**src/hdl/apit_consts.vh**
```
// Purpose: constants for the periodic interrupt timer
// Assumes: apb word addressing, register indices below
// Notes: offsets not all multiples of four, so they are register indices
`ifndef APIT_CONSTS_VH
`define APIT_CONSTS_VH
`define APIT_IDX_CTL 12'h2F2
`define APIT_IDX_TRIM 12'h2F3
`define APIT_IDX_RATEH 12'h2F4
`define APIT_IDX_RATEL 12'h2F5
`define APIT_IDX_INTMASK 12'h2F6
`define APIT_IDX_INTSTAT 12'h2F7
`define APIT_CTL_SRC 7
`define APIT_CTL_WAVE 4
`define APIT_CTL_PINEN 3
`define APIT_CTL_FE 2
`define APIT_CTL_IE 1
`define APIT_CTL_FLAG 0
`define APIT_TRIM_LSB 2
`define APIT_RESET_CTL 8'h00
`define APIT_RESET_RATE 16'h0000
`define APIT_SLOW_HZ 10000
`define APIT_CLK_HZ 25000000
`define APIT_SLOW_BASE_CYC (`APIT_CLK_HZ / `APIT_SLOW_HZ)
`endif

```
**src/hdl/apit_timer.v**
```verilog
// Purpose: autonomous periodic interrupt timer with apb registers
// Assumes: one clock pclk at 25 MHz; slow clock made by a trimmed divider
// Notes: register byte address is four times the printed index
`include "apit_consts.vh"
module apit_timer #(
  parameter SLOW_BASE = `APIT_SLOW_BASE_CYC,
  parameter [5:0] TRIM_STORED = 6'h00
) (
  // apb
  input wire pclk,
  input wire presetn,
  input wire psel,
  input wire penable,
  input wire pwrite,
  input wire [31:0] paddr,
  input wire [31:0] pwdata,
  output reg [31:0] prdata,
  output wire pready,
  output wire pslverr,
  // timer
  output reg timer_wave_pin,
  output wire timer_wave_pin_oe,
  output wire irq
);
  localparam ST_LOAD = 2'b01;
  localparam ST_RUN = 2'b10;
  // base must stay below 2^20 - 768 cycles
  localparam [19:0] SLOW_BASE_W = SLOW_BASE[19:0];

  reg [1:0] state_ff;
  reg [1:0] nxt_state;
  reg [7:0] ctl_ff;
  reg [7:0] nxt_ctl;
  reg [5:0] trim_ff;
  reg [5:0] nxt_trim;
  reg [15:0] rate_ff;
  reg [15:0] nxt_rate;
  reg [1:0] mask_ff;
  reg [1:0] nxt_mask;
  reg [1:0] stat_ff;
  reg [1:0] nxt_stat;
  reg [19:0] slow_cnt_ff;
  reg [19:0] nxt_slow_cnt;
  reg [16:0] half_cnt_ff;
  reg [16:0] nxt_half_cnt;
  reg phase_ff;
  reg nxt_phase;
  reg [19:0] pulse_cnt_ff;
  reg [19:0] nxt_pulse_cnt;
  reg pulse_ff;
  reg nxt_pulse;
  reg clkwave_ff;
  reg nxt_clkwave;
  reg nxt_wave_pin;
  reg [31:0] nxt_prdata;

  wire [11:0] idx;
  wire acc;
  wire wr;
  wire rd_setup;
  wire fe;
  wire src_bus;
  wire addr_ok;
  wire wr_ctl;
  wire wr_trim;
  wire wr_rateh;
  wire wr_ratel;
  wire wr_mask;
  wire wr_stat;
  wire en_event;
  wire pin_on;
  wire [19:0] trim_cut;
  wire [19:0] trim_add;
  wire [20:0] slow_sum;
  wire [20:0] slow_len_w;
  wire [19:0] slow_len;
  wire slow_tick;
  wire tick;
  wire half_end;
  wire timeout;
  wire [19:0] min_half;

  assign idx = paddr[13:2];
  assign acc = psel & penable;
  assign wr = acc & pwrite;
  // read data is caught in the setup cycle so it stands in a flop
  assign rd_setup = psel & ~penable & ~pwrite;
  assign fe = ctl_ff[`APIT_CTL_FE];
  assign src_bus = ctl_ff[`APIT_CTL_SRC];
  assign addr_ok = (idx >= `APIT_IDX_CTL) && (idx <= `APIT_IDX_INTSTAT) &&
    (paddr[1:0] == 2'b00);
  assign wr_ctl = wr && (idx == `APIT_IDX_CTL);
  assign wr_trim = wr && (idx == `APIT_IDX_TRIM);
  assign wr_rateh = wr && (idx == `APIT_IDX_RATEH);
  assign wr_ratel = wr && (idx == `APIT_IDX_RATEL);
  assign wr_mask = wr && (idx == `APIT_IDX_INTMASK);
  assign wr_stat = wr && (idx == `APIT_IDX_INTSTAT);
  assign en_event = wr_ctl & pwdata[`APIT_CTL_FE] & ~fe;
  assign pin_on = fe & ctl_ff[`APIT_CTL_PINEN];

  assign pready = 1'b1;
  assign pslverr = acc & ~addr_ok;

  // bit5 lengthens by more than all lower bits together shorten
  assign trim_cut = {12'h000, trim_ff[4:0], 3'b000};
  assign trim_add = trim_ff[5] ? 20'h00300 : 20'h00000;
  assign slow_sum = {1'b0, SLOW_BASE_W} + {1'b0, trim_add};
  assign slow_len_w = slow_sum - {1'b0, trim_cut};
  // an underflow clamps to one cycle rather than wrapping
  assign slow_len = (slow_len_w[20] || slow_len_w[19:0] == 20'h00000) ?
    20'h00001 : slow_len_w[19:0];

  assign slow_tick = (slow_cnt_ff >= slow_len - 20'h00001);
  assign tick = src_bus ? 1'b1 : slow_tick;
  // half period ends after rate+1 ticks; two halves per timeout
  assign half_end = fe & tick & (half_cnt_ff == {1'b0, rate_ff});
  assign timeout = half_end & phase_ff;
  assign min_half = src_bus ? 20'h00001 : slow_len;

  assign timer_wave_pin_oe = pin_on;
  // flag request gated by enable, plus masked status events
  assign irq = (ctl_ff[`APIT_CTL_IE] & ctl_ff[`APIT_CTL_FLAG]) |
    (|(stat_ff & mask_ff));

  // slow clock divider runs free so the source is autonomous
  always @* begin
    if (slow_tick) begin
      nxt_slow_cnt = 20'h00000;
    end else begin
      nxt_slow_cnt = slow_cnt_ff + 20'h00001;
    end
  end

  always @(posedge pclk or negedge presetn) begin
    if (!presetn) begin
      slow_cnt_ff <= 20'h00000;
    end else begin
      slow_cnt_ff <= nxt_slow_cnt;
    end
  end

  // period counter
  always @* begin
    nxt_half_cnt = half_cnt_ff;
    nxt_phase = phase_ff;
    if (!fe) begin
      nxt_half_cnt = 17'h00000;
      nxt_phase = 1'b0;
    end else if (half_end) begin
      nxt_half_cnt = 17'h00000;
      nxt_phase = ~phase_ff;
    end else if (tick) begin
      nxt_half_cnt = half_cnt_ff + 17'h00001;
    end
  end

  always @(posedge pclk or negedge presetn) begin
    if (!presetn) begin
      half_cnt_ff <= 17'h00000;
      phase_ff <= 1'b0;
    end else begin
      half_cnt_ff <= nxt_half_cnt;
      phase_ff <= nxt_phase;
    end
  end

  // pin waveforms
  always @* begin
    nxt_pulse = pulse_ff;
    nxt_pulse_cnt = pulse_cnt_ff;
    nxt_clkwave = clkwave_ff;
    if (!fe) begin
      nxt_pulse = 1'b0;
      nxt_clkwave = 1'b0;
    end else if (timeout) begin
      nxt_pulse = 1'b1;
      nxt_pulse_cnt = 20'h00000;
      nxt_clkwave = ~clkwave_ff;
    end else if (pulse_ff) begin
      if (pulse_cnt_ff >= min_half - 20'h00001) begin
        nxt_pulse = 1'b0;
      end
      nxt_pulse_cnt = pulse_cnt_ff + 20'h00001;
    end
  end

  always @* begin
    nxt_wave_pin = 1'b0;
    if (pin_on) begin
      if (ctl_ff[`APIT_CTL_WAVE]) begin
        nxt_wave_pin = clkwave_ff;
      end else begin
        nxt_wave_pin = pulse_ff;
      end
    end
  end

  always @(posedge pclk or negedge presetn) begin
    if (!presetn) begin
      pulse_ff <= 1'b0;
      pulse_cnt_ff <= 20'h00000;
    end else begin
      pulse_ff <= nxt_pulse;
      pulse_cnt_ff <= nxt_pulse_cnt;
    end
  end

  always @(posedge pclk or negedge presetn) begin
    if (!presetn) begin
      clkwave_ff <= 1'b0;
    end else begin
      clkwave_ff <= nxt_clkwave;
    end
  end

  always @(posedge pclk or negedge presetn) begin
    if (!presetn) begin
      timer_wave_pin <= 1'b0;
    end else begin
      timer_wave_pin <= nxt_wave_pin;
    end
  end

  // trim load sequencer
  always @* begin
    case (state_ff)
      ST_LOAD: nxt_state = ST_RUN;
      ST_RUN: nxt_state = ST_RUN;
      default: nxt_state = ST_RUN;
    endcase
  end

  // a trim write in the load cycle is lost to the stored value
  always @* begin
    nxt_trim = trim_ff;
    case (state_ff)
      ST_LOAD: begin
        nxt_trim = TRIM_STORED;
      end
      ST_RUN: begin
        if (wr_trim) begin
          nxt_trim = pwdata[7:2];
        end
      end
      default: begin
        nxt_trim = trim_ff;
      end
    endcase
  end

  always @* begin
    nxt_ctl = ctl_ff;
    if (wr_ctl) begin
      nxt_ctl[6:5] = 2'b00;
      nxt_ctl[`APIT_CTL_WAVE] = pwdata[`APIT_CTL_WAVE];
      nxt_ctl[`APIT_CTL_PINEN] = pwdata[`APIT_CTL_PINEN];
      nxt_ctl[`APIT_CTL_FE] = pwdata[`APIT_CTL_FE];
      nxt_ctl[`APIT_CTL_IE] = pwdata[`APIT_CTL_IE];
      // the enabling write itself may not move the source
      if (!fe && !pwdata[`APIT_CTL_FE]) begin
        nxt_ctl[`APIT_CTL_SRC] = pwdata[`APIT_CTL_SRC];
      end
    end
    // set wins over a write-one clear
    if (timeout) begin
      nxt_ctl[`APIT_CTL_FLAG] = 1'b1;
    end else if (wr_ctl && pwdata[`APIT_CTL_FLAG]) begin
      nxt_ctl[`APIT_CTL_FLAG] = 1'b0;
    end
  end

  always @* begin
    nxt_rate = rate_ff;
    if (wr_rateh && !fe) begin
      nxt_rate[15:8] = pwdata[7:0];
    end
    if (wr_ratel && !fe) begin
      nxt_rate[7:0] = pwdata[7:0];
    end
  end

  always @* begin
    nxt_mask = mask_ff;
    if (wr_mask) begin
      nxt_mask = pwdata[1:0];
    end
  end

  // status events win over a write-one clear
  always @* begin
    nxt_stat = stat_ff;
    if (wr_stat && pwdata[0]) begin
      nxt_stat[0] = 1'b0;
    end
    if (wr_stat && pwdata[1]) begin
      nxt_stat[1] = 1'b0;
    end
    if (timeout) begin
      nxt_stat[0] = 1'b1;
    end
    if (en_event) begin
      nxt_stat[1] = 1'b1;
    end
  end

  always @* begin
    nxt_prdata = 32'h00000000;
    if (rd_setup) begin
      case (idx)
        `APIT_IDX_CTL: nxt_prdata = {24'h000000, ctl_ff};
        `APIT_IDX_TRIM: nxt_prdata = {24'h000000, trim_ff, 2'b00};
        `APIT_IDX_RATEH: nxt_prdata = {24'h000000, rate_ff[15:8]};
        `APIT_IDX_RATEL: nxt_prdata = {24'h000000, rate_ff[7:0]};
        `APIT_IDX_INTMASK: nxt_prdata = {30'h00000000, mask_ff};
        `APIT_IDX_INTSTAT: nxt_prdata = {30'h00000000, stat_ff};
        default: nxt_prdata = 32'h00000000;
      endcase
    end
  end

  always @(posedge pclk or negedge presetn) begin
    if (!presetn) begin
      state_ff <= ST_LOAD;
    end else begin
      state_ff <= nxt_state;
    end
  end

  always @(posedge pclk or negedge presetn) begin
    if (!presetn) begin
      ctl_ff <= `APIT_RESET_CTL;
    end else begin
      ctl_ff <= nxt_ctl;
    end
  end

  always @(posedge pclk or negedge presetn) begin
    if (!presetn) begin
      trim_ff <= 6'h00;
    end else begin
      trim_ff <= nxt_trim;
    end
  end

  always @(posedge pclk or negedge presetn) begin
    if (!presetn) begin
      rate_ff <= `APIT_RESET_RATE;
    end else begin
      rate_ff <= nxt_rate;
    end
  end

  always @(posedge pclk or negedge presetn) begin
    if (!presetn) begin
      mask_ff <= 2'b00;
    end else begin
      mask_ff <= nxt_mask;
    end
  end

  always @(posedge pclk or negedge presetn) begin
    if (!presetn) begin
      stat_ff <= 2'b00;
    end else begin
      stat_ff <= nxt_stat;
    end
  end

  always @(posedge pclk or negedge presetn) begin
    if (!presetn) begin
      prdata <= 32'h00000000;
    end else begin
      prdata <= nxt_prdata;
    end
  end
endmodule

```
**config.mk**
```make
export PLATFORM = sky130hd
export DESIGN_NAME = apit_timer
export DESIGN_NICKNAME = d
export VERILOG_FILES = /design/src/hdl/apit_timer.v
export VERILOG_INCLUDE_DIRS = /design/src /design/src/hdl
export SDC_FILE = /design/constraint.sdc
export NUM_CORES = 1
export LEC_CHECK = 0
export BUFFER_PORTS_ARGS = -buffer_cell sky130_fd_sc_hd__buf_2
export CORE_MARGIN = 2
export CORE_UTILIZATION = 60
export CTS_BUF_LIST = sky130_fd_sc_hd__clkbuf_8
export CTS_CLUSTER_DIAMETER = 40
export DETAILED_ROUTE_END_ITERATION = 8
export PLACE_DENSITY = 0.94
export REMOVE_ABC_BUFFERS = 1
export SLEW_MARGIN = 5
export SYNTH_ARGS = -nofsm -noshare
export SYNTH_HDL_FRONTEND = slang
export SYNTH_SLANG_ARGS = --single-unit
```
**constraint.sdc**
```tcl
create_clock -name pclk -period 7.9 [get_ports pclk]
set_input_delay 0.79 -clock pclk [delete_from_list [all_inputs] [get_ports pclk]]
set_output_delay 0.79 -clock pclk [all_outputs]
set_load 0.01 [all_outputs]
```
======== Yosys cells after proc, flatten, opt, wreduce, memory -nomap -nowiden ========
Index checks and enable logic that the tools add are counted.
operators by class
  add/subtract/negate cells ............... 7
  magnitude comparators ................... 4
  equality and inequality tests ........... 13
  muxes and demuxes ....................... 30
  bitwise logic cells ..................... 20
  reductions and logical operators ........ 28
operators by type and width
  kind                      count
  $mux W20                  5
  $eq A12 B10 Y1 const B    6
  $mux W17                  3
  $pmux W8 S6               1
  $add A20 B1 Y20 const B   2
  $ge A20 B20 Y1            2
  $sub A20 B1 Y20 const B   2
  $logic_not A20 Y1         1
  $add A17 B1 Y17 const B   1
  $eq A17 B16 Y1            1
  $mux W1                   17
  $logic_and A1 B1 Y1       14
  $sub A13 B8 Y14           1
  $add A12 B10 Y13 const A  1
  $and A1 B1 Y1             12
  $ge A12 B10 Y1 const B    1
  $le A12 B10 Y1 const B    1
  $pmux W6 S2               1
  $mux W10                  1
  $reduce_bool A2 Y1        5
  $mux W8                   1
  $mux W6                   1
  $not A1 Y1                6
  $reduce_and A2 Y1         3
  other kinds (11)          13
word-level totals
  bits in registers ....................... 127
  input port bits ......................... 69
  output and inout bits ................... 37
  word-level logic and storage cells ...... 120

======== Depth between registers and ports, before layout ========
Gate-level depths: netlist (run 1).
  word-level depth ........................ 14
  gate-level depth with buffers ........... 15
  depth with buffers taken out ............ 14

======== Worst setup path before layout (run 1) ========
OpenSTA, ideal clock, no wires.
  path kind ............................... flip-flop to flip-flop
  start ................................... register trim_ff[0]
  end ..................................... register half_cnt_ff[11]
  library setup time ...................... 0.077 ns
  arrival ................................. 3.064 ns
  data required time ...................... 7.823 ns
  path slack .............................. 4.758 ns
  cell stages (with the launch flop) ...... 16
  buffers on the path ..................... 2
  clock period less this slack ............ 3.142 ns
  cells stage by stage .................... dfrtp_1 -> inv_1 -> ha_1 -> nor2b_1 -> a31o_2 -> a21oi_1 -> xor2_1 -> ha_1 -> a211oi_1 -> nor2_1 -> or2_2 -> buf_2 -> nor3_2 -> o21ai_2 -> buf_2 -> a21oi_1
on the way
  longest elaborated chain between the ends .. 11
  elaborated cells on any way between the ends .. 12
RTL lines
  what                        line              text
  start, declared             apit_timer.v:34   reg [5:0] trim_ff;
  start signal, assigned      apit_timer.v:341  trim_ff <= nxt_trim;
  $sub A13 B8 Y14 (*)         apit_timer.v:108  assign slow_len_w = slow_sum - {1'b0, trim_cut};
  $logic_not A20 Y1           apit_timer.v:110  assign slow_len = (slow_len_w[20] || slow_len_w[19:0] == 20'h00000) ?
  $logic_or A1 B1 Y1          apit_timer.v:110
  $mux W20 (*)                apit_timer.v:110
  $sub A20 B1 Y20 (*)         apit_timer.v:113  assign slow_tick = (slow_cnt_ff >= slow_len - 20'h00001);
  $ge A20 B20 Y1 (*)          apit_timer.v:113
  $mux W1 (*)                 apit_timer.v:114  assign tick = src_bus ? 1'b1 : slow_tick;
  $and A1 B1 Y1 (2 in a row)  apit_timer.v:116  assign half_end = fe & tick & (half_cnt_ff == {1'b0, rate_ff});
  $mux W17                    apit_timer.v:149  end else if (half_end) begin
  $mux W17                    apit_timer.v:146  if (!fe) begin
  end signal, assigned        apit_timer.v:162  half_cnt_ff <= nxt_half_cnt;
  end, declared               apit_timer.v:44   reg [16:0] half_cnt_ff;
Every way passes the cells marked *; elsewhere a longest branch is shown, timed or not.
A chain may end at the register's enable or synchronous reset.

======== Final worst setup path (run 1) ========
  start ................................... register trim_ff[3]
  end ..................................... register half_cnt_ff[8]
Same word-level chain as after synthesis.

==> results of run 1 <==
## path summary, 6_finish.rpt
kind / start / end / slack [ps] / cells after the start
hold reg to reg: slow_cnt_ff[0] / slow_cnt_ff[0] / 490 / 1
setup reg to reg: trim_ff[3] / half_cnt_ff[8] / 4070 / 12
setup / recovery: trim_ff[3] / half_cnt_ff[8] / 4070 / 12
hold / removal: presetn / prdata[5] / 360 / 1
max in group asynchronous: presetn / rate_ff[12] / 6360 / 2
min in group pclk: slow_cnt_ff[0] / slow_cnt_ff[0] / 490 / 1
## per-layer routing
layer | share of wire [%] | vias up | GRT usage [%]
met3 | 6.3 | 45 | 6.33
met5 | 0 | - | 0
met2 | 52 | 202 | 46.3
li1 | - | 2147 | -
met4 | 3.2 | 0 | 11.4
met1 | 38 | 2320 | 31.1
## metrics by stage
stage / power (mW) / setup WS, ps / cells / hold WS [ps]
final: 0.896 / 4070 / 785 / 358
after global routing: 0.926 / 3850 / 785 / 378
after CTS: 0.899 / 4100 / 785 / 362
after detailed placement: 0.580 / 4120 / 769 / 483
after global placement: 0.577 / 4330 / 769 / 462
after floorplan: 0.555 / 4340 / 596 / 447
## power by group
part / internal [mW] / switching, mW
clock network: 0.123 / 0.204
logic: 0.00961 / 0.0292
registers: 0.530 / 0.000985
total: 0.662 / 0.234
## cell type report
cell class              count  area (um^2)  area share (%)
well taps                 133          166            2.58
clock inverters             7         66.3            1.03
repair buffers             40          208            3.22
multi-input cells         472         3230            50.1
flip-flops and latches    103         2580            40.0
clock buffers               9          124            1.92
inverters                  21         78.8            1.22
## cells in the final DEF, fill, tap and decap left out, types with 3 or more instances in the layout
cell       synthesis  layout
a22oi_1            4       4
nand2b_1          10      10
nand4_1           13      13
nor3_1            15      14
nand2_1           43      43
a222oi_1           5       5
ha_1              37      37
and4_1             3       3
a211oi_1           5       5
o211ai_1           3       3
nor2_1            56      56
xor2_1            27      27
nand3_1           27      27
a21o_1             5       5
or2_2              5       5
clkbuf_8           0       9
a21oi_1           20      20
a2111oi_0          6       6
inv_1             20      21
o31ai_1            4       4
conb_1             2      43
xnor2_1           31      31
nor2b_1            5       5
inv_6              0       3
o21ai_0           17      17
mux2_2            25      25
mux2i_1            3       3
buf_2              7      37
and3_1             8       8
buf_4             26       3
nor4_1             3       3
and2_1             6       6
or3_1              7       7
or4_1              3       3
dfrtp_1          102     102
## cell families (layout without fill, tap and decap cells)
family / count (synthesis) / after routing / share of synthesized area (%)
and+or+nand+nor: 222 / 222 / 19.8
DFF: 103 / 103 / 43.0
AOI/OAI and AO/OA: 82 / 82 / 9.23
buffers and inverters: 63 / 77 / 5.72
xor gates and xnor gates: 58 / 58 / 8.47
adders and majority gates: 37 / 37 / 7.72
muxes: 30 / 30 / 5.95
other: 2 / 43 / 0.125
## state kept, by name, summed over array words and instances, names as in the netlist, 2 cells and up
name,flops
ctl_ff,6
half_cnt_ff,17
state_ff,2
prdata,8
pulse_cnt_ff,20
mask_ff,2
stat_ff,2
rate_ff,16
slow_cnt_ff,20
trim_ff,6
==> results.toml, run 1 <==
[final_layout]
layout-area-overhead-vs-synth_pct = 7.66
nFillCells = 752
final_layout_size_suffix_gt1_share_pct = 15.3
layout.nets = 753
antenna_cells_inserted = 0
postLayoutCellArea_mm2 = 0.00645
utilization_pct = 66.3

[clock_tree]
clock_latency_ps = 390
postCtsHoldBufs = 0
tritoncts = "yes"
post_cts_buffers = 0
tritoncts.num_buffers = 9
clock_path_buffers = 2
h-tree-depth = 3
root_buffer = "clkbuf_8"
cts_repair_resize_count = 0
worst_setup_hold_path_clk_slew_ps = 110
numClockSinks = 103

[global_routing]
grt_antenna_before_repair = 0
maximum_number_of_pins_on_one_net_before_global_route_repair = 67
grt_pass1_vias = 4831
grt-ovfl-total = 0
grt_pass1_wl_um = 23000
grtUsageTotal_pct = 26.5

[yosys]
ys_seq_elements = 103
synthesis.instances = 597
synth.top_cell.area_share_pct = 42.6
synth_cell_types = 60
synth.yosys.warnings = 0
ys_top_cells_by_area = "dfrtp_1 43%, ha_1 7.7%, mux2_2 4.7%"
post-synth-top-area-cell = "dfrtp_1"
synth.avg_cell_area_um2 = 10.0
synth_edf_count = 0
yosysMostFrequentCell = "dfrtp_1"
synth_flop_cell = "dfrtp_1"
async_flop_share_pct = 100
ys_seq_area_share_pct = 43.0
most_frequent_cells_after_synthesis = "102 x dfrtp_1, 56 x nor2_1, 43 x nand2_1"
syn-cell-area_mm2 = 0.00599

[setup_path]
critical_path_cell_list = "inv_1 -> ha_1 -> a31o_2 -> a21oi_1 -> xor2_1 -> ha_1 -> a211oi_1 -> nor2_1 -> or2_2 -> nor3_2 -> o21ai_2 -> a21oi_1"
timing.critical_path.fanout_max = 14
critPathCaptureType = "register"
cpPeakStageDelay_ps = 550
path_buf_inv = 1
top_cell_family_by_delay_on_the_critical_path = "compound AO/OA/AOI/OAI gates"
start_kind = "register"
arrival_ps = 4130
worst_path_max_delay_cell = "nor3_2"
worst-setup-path-type = "reg2reg"
critical_path_required_ps = 8200

[timing]
finalClockSkew_ps = 13.3
fin_crit_sh_pct = 48.5
layout_min_cycle_time_ps = 3830
timing.fmax_mhz = 261
final-setup-viol-count = 0
worstMarginPinSlew_ps = 903
slew_headroom_pct = 39.8
rsz0062_at_grt = "false"
hold_viol_final = 0
fin_setup_tns_ps = 0
report.final.slew_viol_count = 0

[floorplanning]
placement_rows = 36
die_h_um = 104
dieArea_mm2 = 0.0108
initial_core_util_pct = 61.6
ioPinCount = 106
floorplan.core_area_mm2 = 0.00973
die_width_um = 104

[power]
power-per-cell-area_mw_per_mm2 = 139
p_leak_nw = 2.97
vdd_drop_max_v = 0.0000888

[routing]
wire_per_inst_um = 17.6
finalWirelength_um = 13800
drt_pre_antenna_iters = 5
first_iter_violations = 419
number_of_nets_with_antenna_violations_after_detailed_routing = 0
vias = 4714
post_drt_via_cell_ratio = 6.01
drc_errors = 0

[flow_run]
cap_viol_max_count = 0

[min_path]
timing.hold.worst.class = "in2async"

[placement]
total_of_buffers_placed_on_input_and_output_ports = 38
dpl_cell_area_mm2 = 0.00626
post-dp-hpwl_um = 10100
globalplace.congestion = 0.902

[status]
run_status = "complete, no violations"
(Power assumes the default switching activity.)
==> run 2: changes to the inputs <==
Settings changed: CORE_UTILIZATION 60 to 58, PLACE_DENSITY 0.94 to 0.91.
Clock period 7.9 ns to 3.8 ns, I/O delays scaled along.
==> results.toml, run 2 (synthesis results as in run 1) <==
[timing]
worstMarginPinSlew_ps = 957
fin_crit_sh_pct = 90.8
rsz0062_at_grt = "false"
timing.fmax_mhz = 290
slew_headroom_pct = 36.2
report.final.slew_viol_count = 0
layout_min_cycle_time_ps = 3450
fin_setup_tns_ps = 0
hold_viol_final = 0
final-setup-viol-count = 0
finalClockSkew_ps = 19.1

[routing]
number_of_nets_with_antenna_violations_after_detailed_routing = 0
first_iter_violations = 366
drt_pre_antenna_iters = 6
finalWirelength_um = 13800
post_drt_via_cell_ratio = 5.92
wire_per_inst_um = 17.5
vias = 4683
drc_errors = 0

[clock_tree]
numClockSinks = 103
worst_setup_hold_path_clk_slew_ps = 120
clock_latency_ps = 370
clock_path_buffers = 2
tritoncts = "yes"
h-tree-depth = 3
postCtsHoldBufs = 0
cts_repair_resize_count = 0
root_buffer = "clkbuf_8"
post_cts_buffers = 0
tritoncts.num_buffers = 9

[setup_path]
start_kind = "register"
ff2ff_setup_slack_ps = 350
timing.rr.start = "trim_ff[3]"
timing.critical_path.fanout_max = 10
worst-setup-path-type = "reg2reg"
critical_path_required_ps = 4090
ff2ff_path_depth = 13
critPathCaptureType = "register"
critical_path.reg2reg.endpoint = "clkwave_ff"
arrival_ps = 3740

[floorplanning]
die_h_um = 106
ioPinCount = 106
initial_core_util_pct = 58.9
die_width_um = 106
placement_rows = 37
floorplan.core_area_mm2 = 0.0102
dieArea_mm2 = 0.0112

[final_layout]
biggestRegsByFlops = "pulse_cnt_ff: 20 flops, slow_cnt_ff: 20 flops, half_cnt_ff: 17 flops"
final_instance_count_excl_fillers = 791
layout.nets = 756
nFillCells = 754
utilization_pct = 64.0
layout-area-overhead-vs-synth_pct = 8.68
final_common_cell = "dfrtp_1"
antenna_cells_inserted = 0
mostFrequentLayoutCells = "102 x dfrtp_1, 56 x nor2_1, 43 x nand2_1, 43 x conb_1"
final_layout_size_suffix_gt1_share_pct = 15.9

[power]
vdd_drop_max_v = 0.000238
p_leak_nw = 2.99
power-per-cell-area_mw_per_mm2 = 298

[placement]
globalplace.congestion = 0.906
dp.cells = 775
post-dp-hpwl_um = 9870
total_of_buffers_placed_on_input_and_output_ports = 38

[status]
run_status = "complete, no violations"

[global_routing]
grtUsageTotal_pct = 25.9
grt_pass1_wl_um = 23400
maximum_number_of_pins_on_one_net_before_global_route_repair = 78
grt_pass1_vias = 4825
grt-ovfl-total = 0
grt_antenna_before_repair = 0

[min_path]
timing.hold.worst.class = "in2async"

[flow_run]
cap_viol_max_count = 0
run 2: through the flow:
stage          cell area (um^2)  setup WS, ps  power (mW)  hold slack [ps]
4_1_cts                    6520           393        1.94              185
2_1_floorplan              5880           235        1.15             84.4
5_1_grt                    6520           126        2.00              239
3_5_place_dp               6290           465        1.21              479
3_3_place_gp               6290           535        1.20              470
6_report                   6520           350        1.94              128
run 2: layout make-up:
cell class	instances	area (um^2)	area share, %
Multi-Input combinational cell	472	3230	49.6
Clock buffer	9	124	1.90
Inverter	21	78.8	1.21
Timing Repair Buffer	43	230	3.53
Clock inverter	7	101	1.56
Sequential cell	103	2580	39.6
Tap cell	136	170	2.61
run 2: worst max-delay path, stage by stage, from the launching register on:
cell       delay (ps)
dfrtp_1           530
inv_1              80
ha_1              340
a31o_2            220
a21oi_1           170
xor2_1            210
ha_1              280
a211oi_1          220
nor2_1            100
or2_2             390
nor3_2            130
buf_4             200
nand4bb_1         280
mux2i_1           210
run 2: worst max path at each step:
stage                from              end  slack (ps)  cells after the start
2_1_floorplan  trim_ff[0]  pulse_cnt_ff[0]         240                     13
3_3_place_gp   trim_ff[0]        ctl_ff[0]         530                     15
3_5_place_dp   trim_ff[0]   half_cnt_ff[8]         460                     13
4_1_cts        trim_ff[3]       clkwave_ff         390                     13
5_1_grt        trim_ff[0]  half_cnt_ff[16]         130                     14
6_report       trim_ff[3]       clkwave_ff         350                     13
run 2: where the power goes:
part	leakage, nW	switching [mW]	internal, mW	total (mW)
logic	1.48	0.0628	0.0200	0.0828
clock network	0.109	0.427	0.326	0.753
registers	1.41	0.00211	1.10	1.10
run 2: per-layer routing:
layer,track usage [%],routed length (um),vias up
met5,0,0,-
met4,8.83,325,0
met3,3.90,985,36
met2,44.4,6880,230
met1,33.6,5620,2264
li1,-,-,2153
==> run 3: changes to the inputs <==
Settings changed: ABC_AREA set to 0, CORE_UTILIZATION 58 to 25, PLACE_DENSITY 0.91 to 0.51, REMOVE_ABC_BUFFERS 1 to not set.
==> results.toml, run 3 (synthesis results as in run 1) <==
[floorplanning]
placement_rows = 56
dieArea_mm2 = 0.0252
die_h_um = 159
die_width_um = 159
initial_core_util_pct = 25.5
floorplan.core_area_mm2 = 0.0235
ioPinCount = 106

[routing]
post_drt_via_cell_ratio = 4.51
finalWirelength_um = 13900
first_iter_violations = 226
drc_errors = 0
number_of_nets_with_antenna_violations_after_detailed_routing = 0
wire_per_inst_um = 14.2
vias = 4419
drt_pre_antenna_iters = 4

[global_routing]
grt_pass1_vias = 4365
grt-ovfl-total = 0
grt_antenna_before_repair = 0
maximum_number_of_pins_on_one_net_before_global_route_repair = 74
grtUsageTotal_pct = 11.6
grt_pass1_wl_um = 23400

[timing]
finalClockSkew_ps = 13.9
fin_crit_sh_pct = 87.3
rsz0062_at_grt = "false"
report.final.slew_viol_count = 0
timing.fmax_mhz = 301
layout_min_cycle_time_ps = 3320
worstMarginPinSlew_ps = 939
setup_slack_ps = 482
fin_setup_tns_ps = 0
hold_viol_final = 0
whs_ps = 118
final-setup-viol-count = 0
slew_headroom_pct = 37.4

[final_layout]
utilization_pct = 28.9
postLayoutCellArea_mm2 = 0.00678
final_layout_size_suffix_gt1_share_pct = 16.6
antenna_cells_inserted = 0
mostFrequentLayoutCells = "102 x dfrtp_1, 56 x nor2_1, 43 x nand2_1, 43 x conb_1"
layout.nets = 762
final_instance_count_excl_fillers = 980
final_common_cell = "dfrtp_1"
layout-area-overhead-vs-synth_pct = 13.1
biggestRegsByFlops = "pulse_cnt_ff: 20 flops, slow_cnt_ff: 20 flops, half_cnt_ff: 17 flops"

[setup_path]
critical_path_required_ps = 4110
arrival_ps = 3630
ff2ff_setup_slack_ps = 480
worst-setup-path-type = "reg2reg"
critPathCaptureType = "register"
start_kind = "register"
timing.rr.start = "trim_ff[1]"
ff2ff_path_depth = 14
timing.critical_path.fanout_max = 10
critical_path.reg2reg.endpoint = "clkwave_ff"

[clock_tree]
root_buffer = "clkbuf_8"
tritoncts.num_buffers = 9
h-tree-depth = 3
postCtsHoldBufs = 0
worst_setup_hold_path_clk_slew_ps = 110
clock_path_buffers = 2
post_cts_buffers = 0
tritoncts = "yes"
numClockSinks = 103
cts_repair_resize_count = 0
clock_latency_ps = 400

[flow_run]
cap_viol_max_count = 0

[placement]
dpl_cell_area_mm2 = 0.00658
globalplace.congestion = 0.795
dpl_worst_slack_ps = 477
total_of_buffers_placed_on_input_and_output_ports = 38
dp.cells = 964
post-dp-hpwl_um = 10500

[power]
vdd_drop_max_v = 0.000158
design_power_total_mw = 1.92
p_leak_nw = 3.02
power-per-cell-area_mw_per_mm2 = 283

[min_path]
timing.hold.worst.class = "in2async"

[status]
run_status = "complete, no violations"
## run 3: changes by cell type in the layout (fill, tap and decap cells not counted), sizes merged
cell | before | now
inv | 22 | 21
buf | 43 | 49
clkbuf | 9 | 10
## run 3: report_power, final
group          switching, mW  internal (mW)  leakage [nW]
Sequential           0.00187           1.10          1.41
Clock                  0.408          0.326         0.103
Combinational         0.0613         0.0206          1.51
Total                  0.471           1.45          3.02
## run 3: how the worst max path moves through the flow
stage / slack (ps) / from / cells past startpoint / end
4_1_cts: 450 / trim_ff[1] / 14 / clkwave_ff
6_report: 480 / trim_ff[1] / 14 / clkwave_ff
2_1_floorplan: 660 / trim_ff[0] / 15 / half_cnt_ff[11]
3_5_place_dp: 480 / trim_ff[1] / 14 / clkwave_ff
3_3_place_gp: 500 / trim_ff[1] / 14 / clkwave_ff
5_1_grt: 170 / trim_ff[1] / 14 / clkwave_ff
## run 3: cell type report
type                       count  area, um^2
timing repair buffer          49         288
tap                          319         399
clock buffer                  10         138
multi-input combinational    472        3230
clock inverter                 6        68.8
inverter                      21        78.8
sequential                   103        2580
fill                        2491       16700
## run 3: worst max-delay path, cell delays in order, from the launching register on
cell	delay [ps]
dfrtp_1	430
inv_1	60
ha_1	210
nor2b_1	140
a31o_2	260
a21oi_1	170
xor2_1	200
ha_1	270
a211oi_1	200
nor2_1	80
or2_2	400
nor3_2	130
buf_4	200
nand4bb_1	270
mux2i_1	220
## run 3: metal layers
metal | global-route usage, % | part of all wire [%] | vias to the layer above
li1 | - | - | 2163
met4 | 3.88 | 1.8 | 0
met1 | 15.9 | 49 | 2146
met3 | 2.56 | 4.3 | 15
met2 | 18.2 | 45 | 95
met5 | 0 | 0 | -
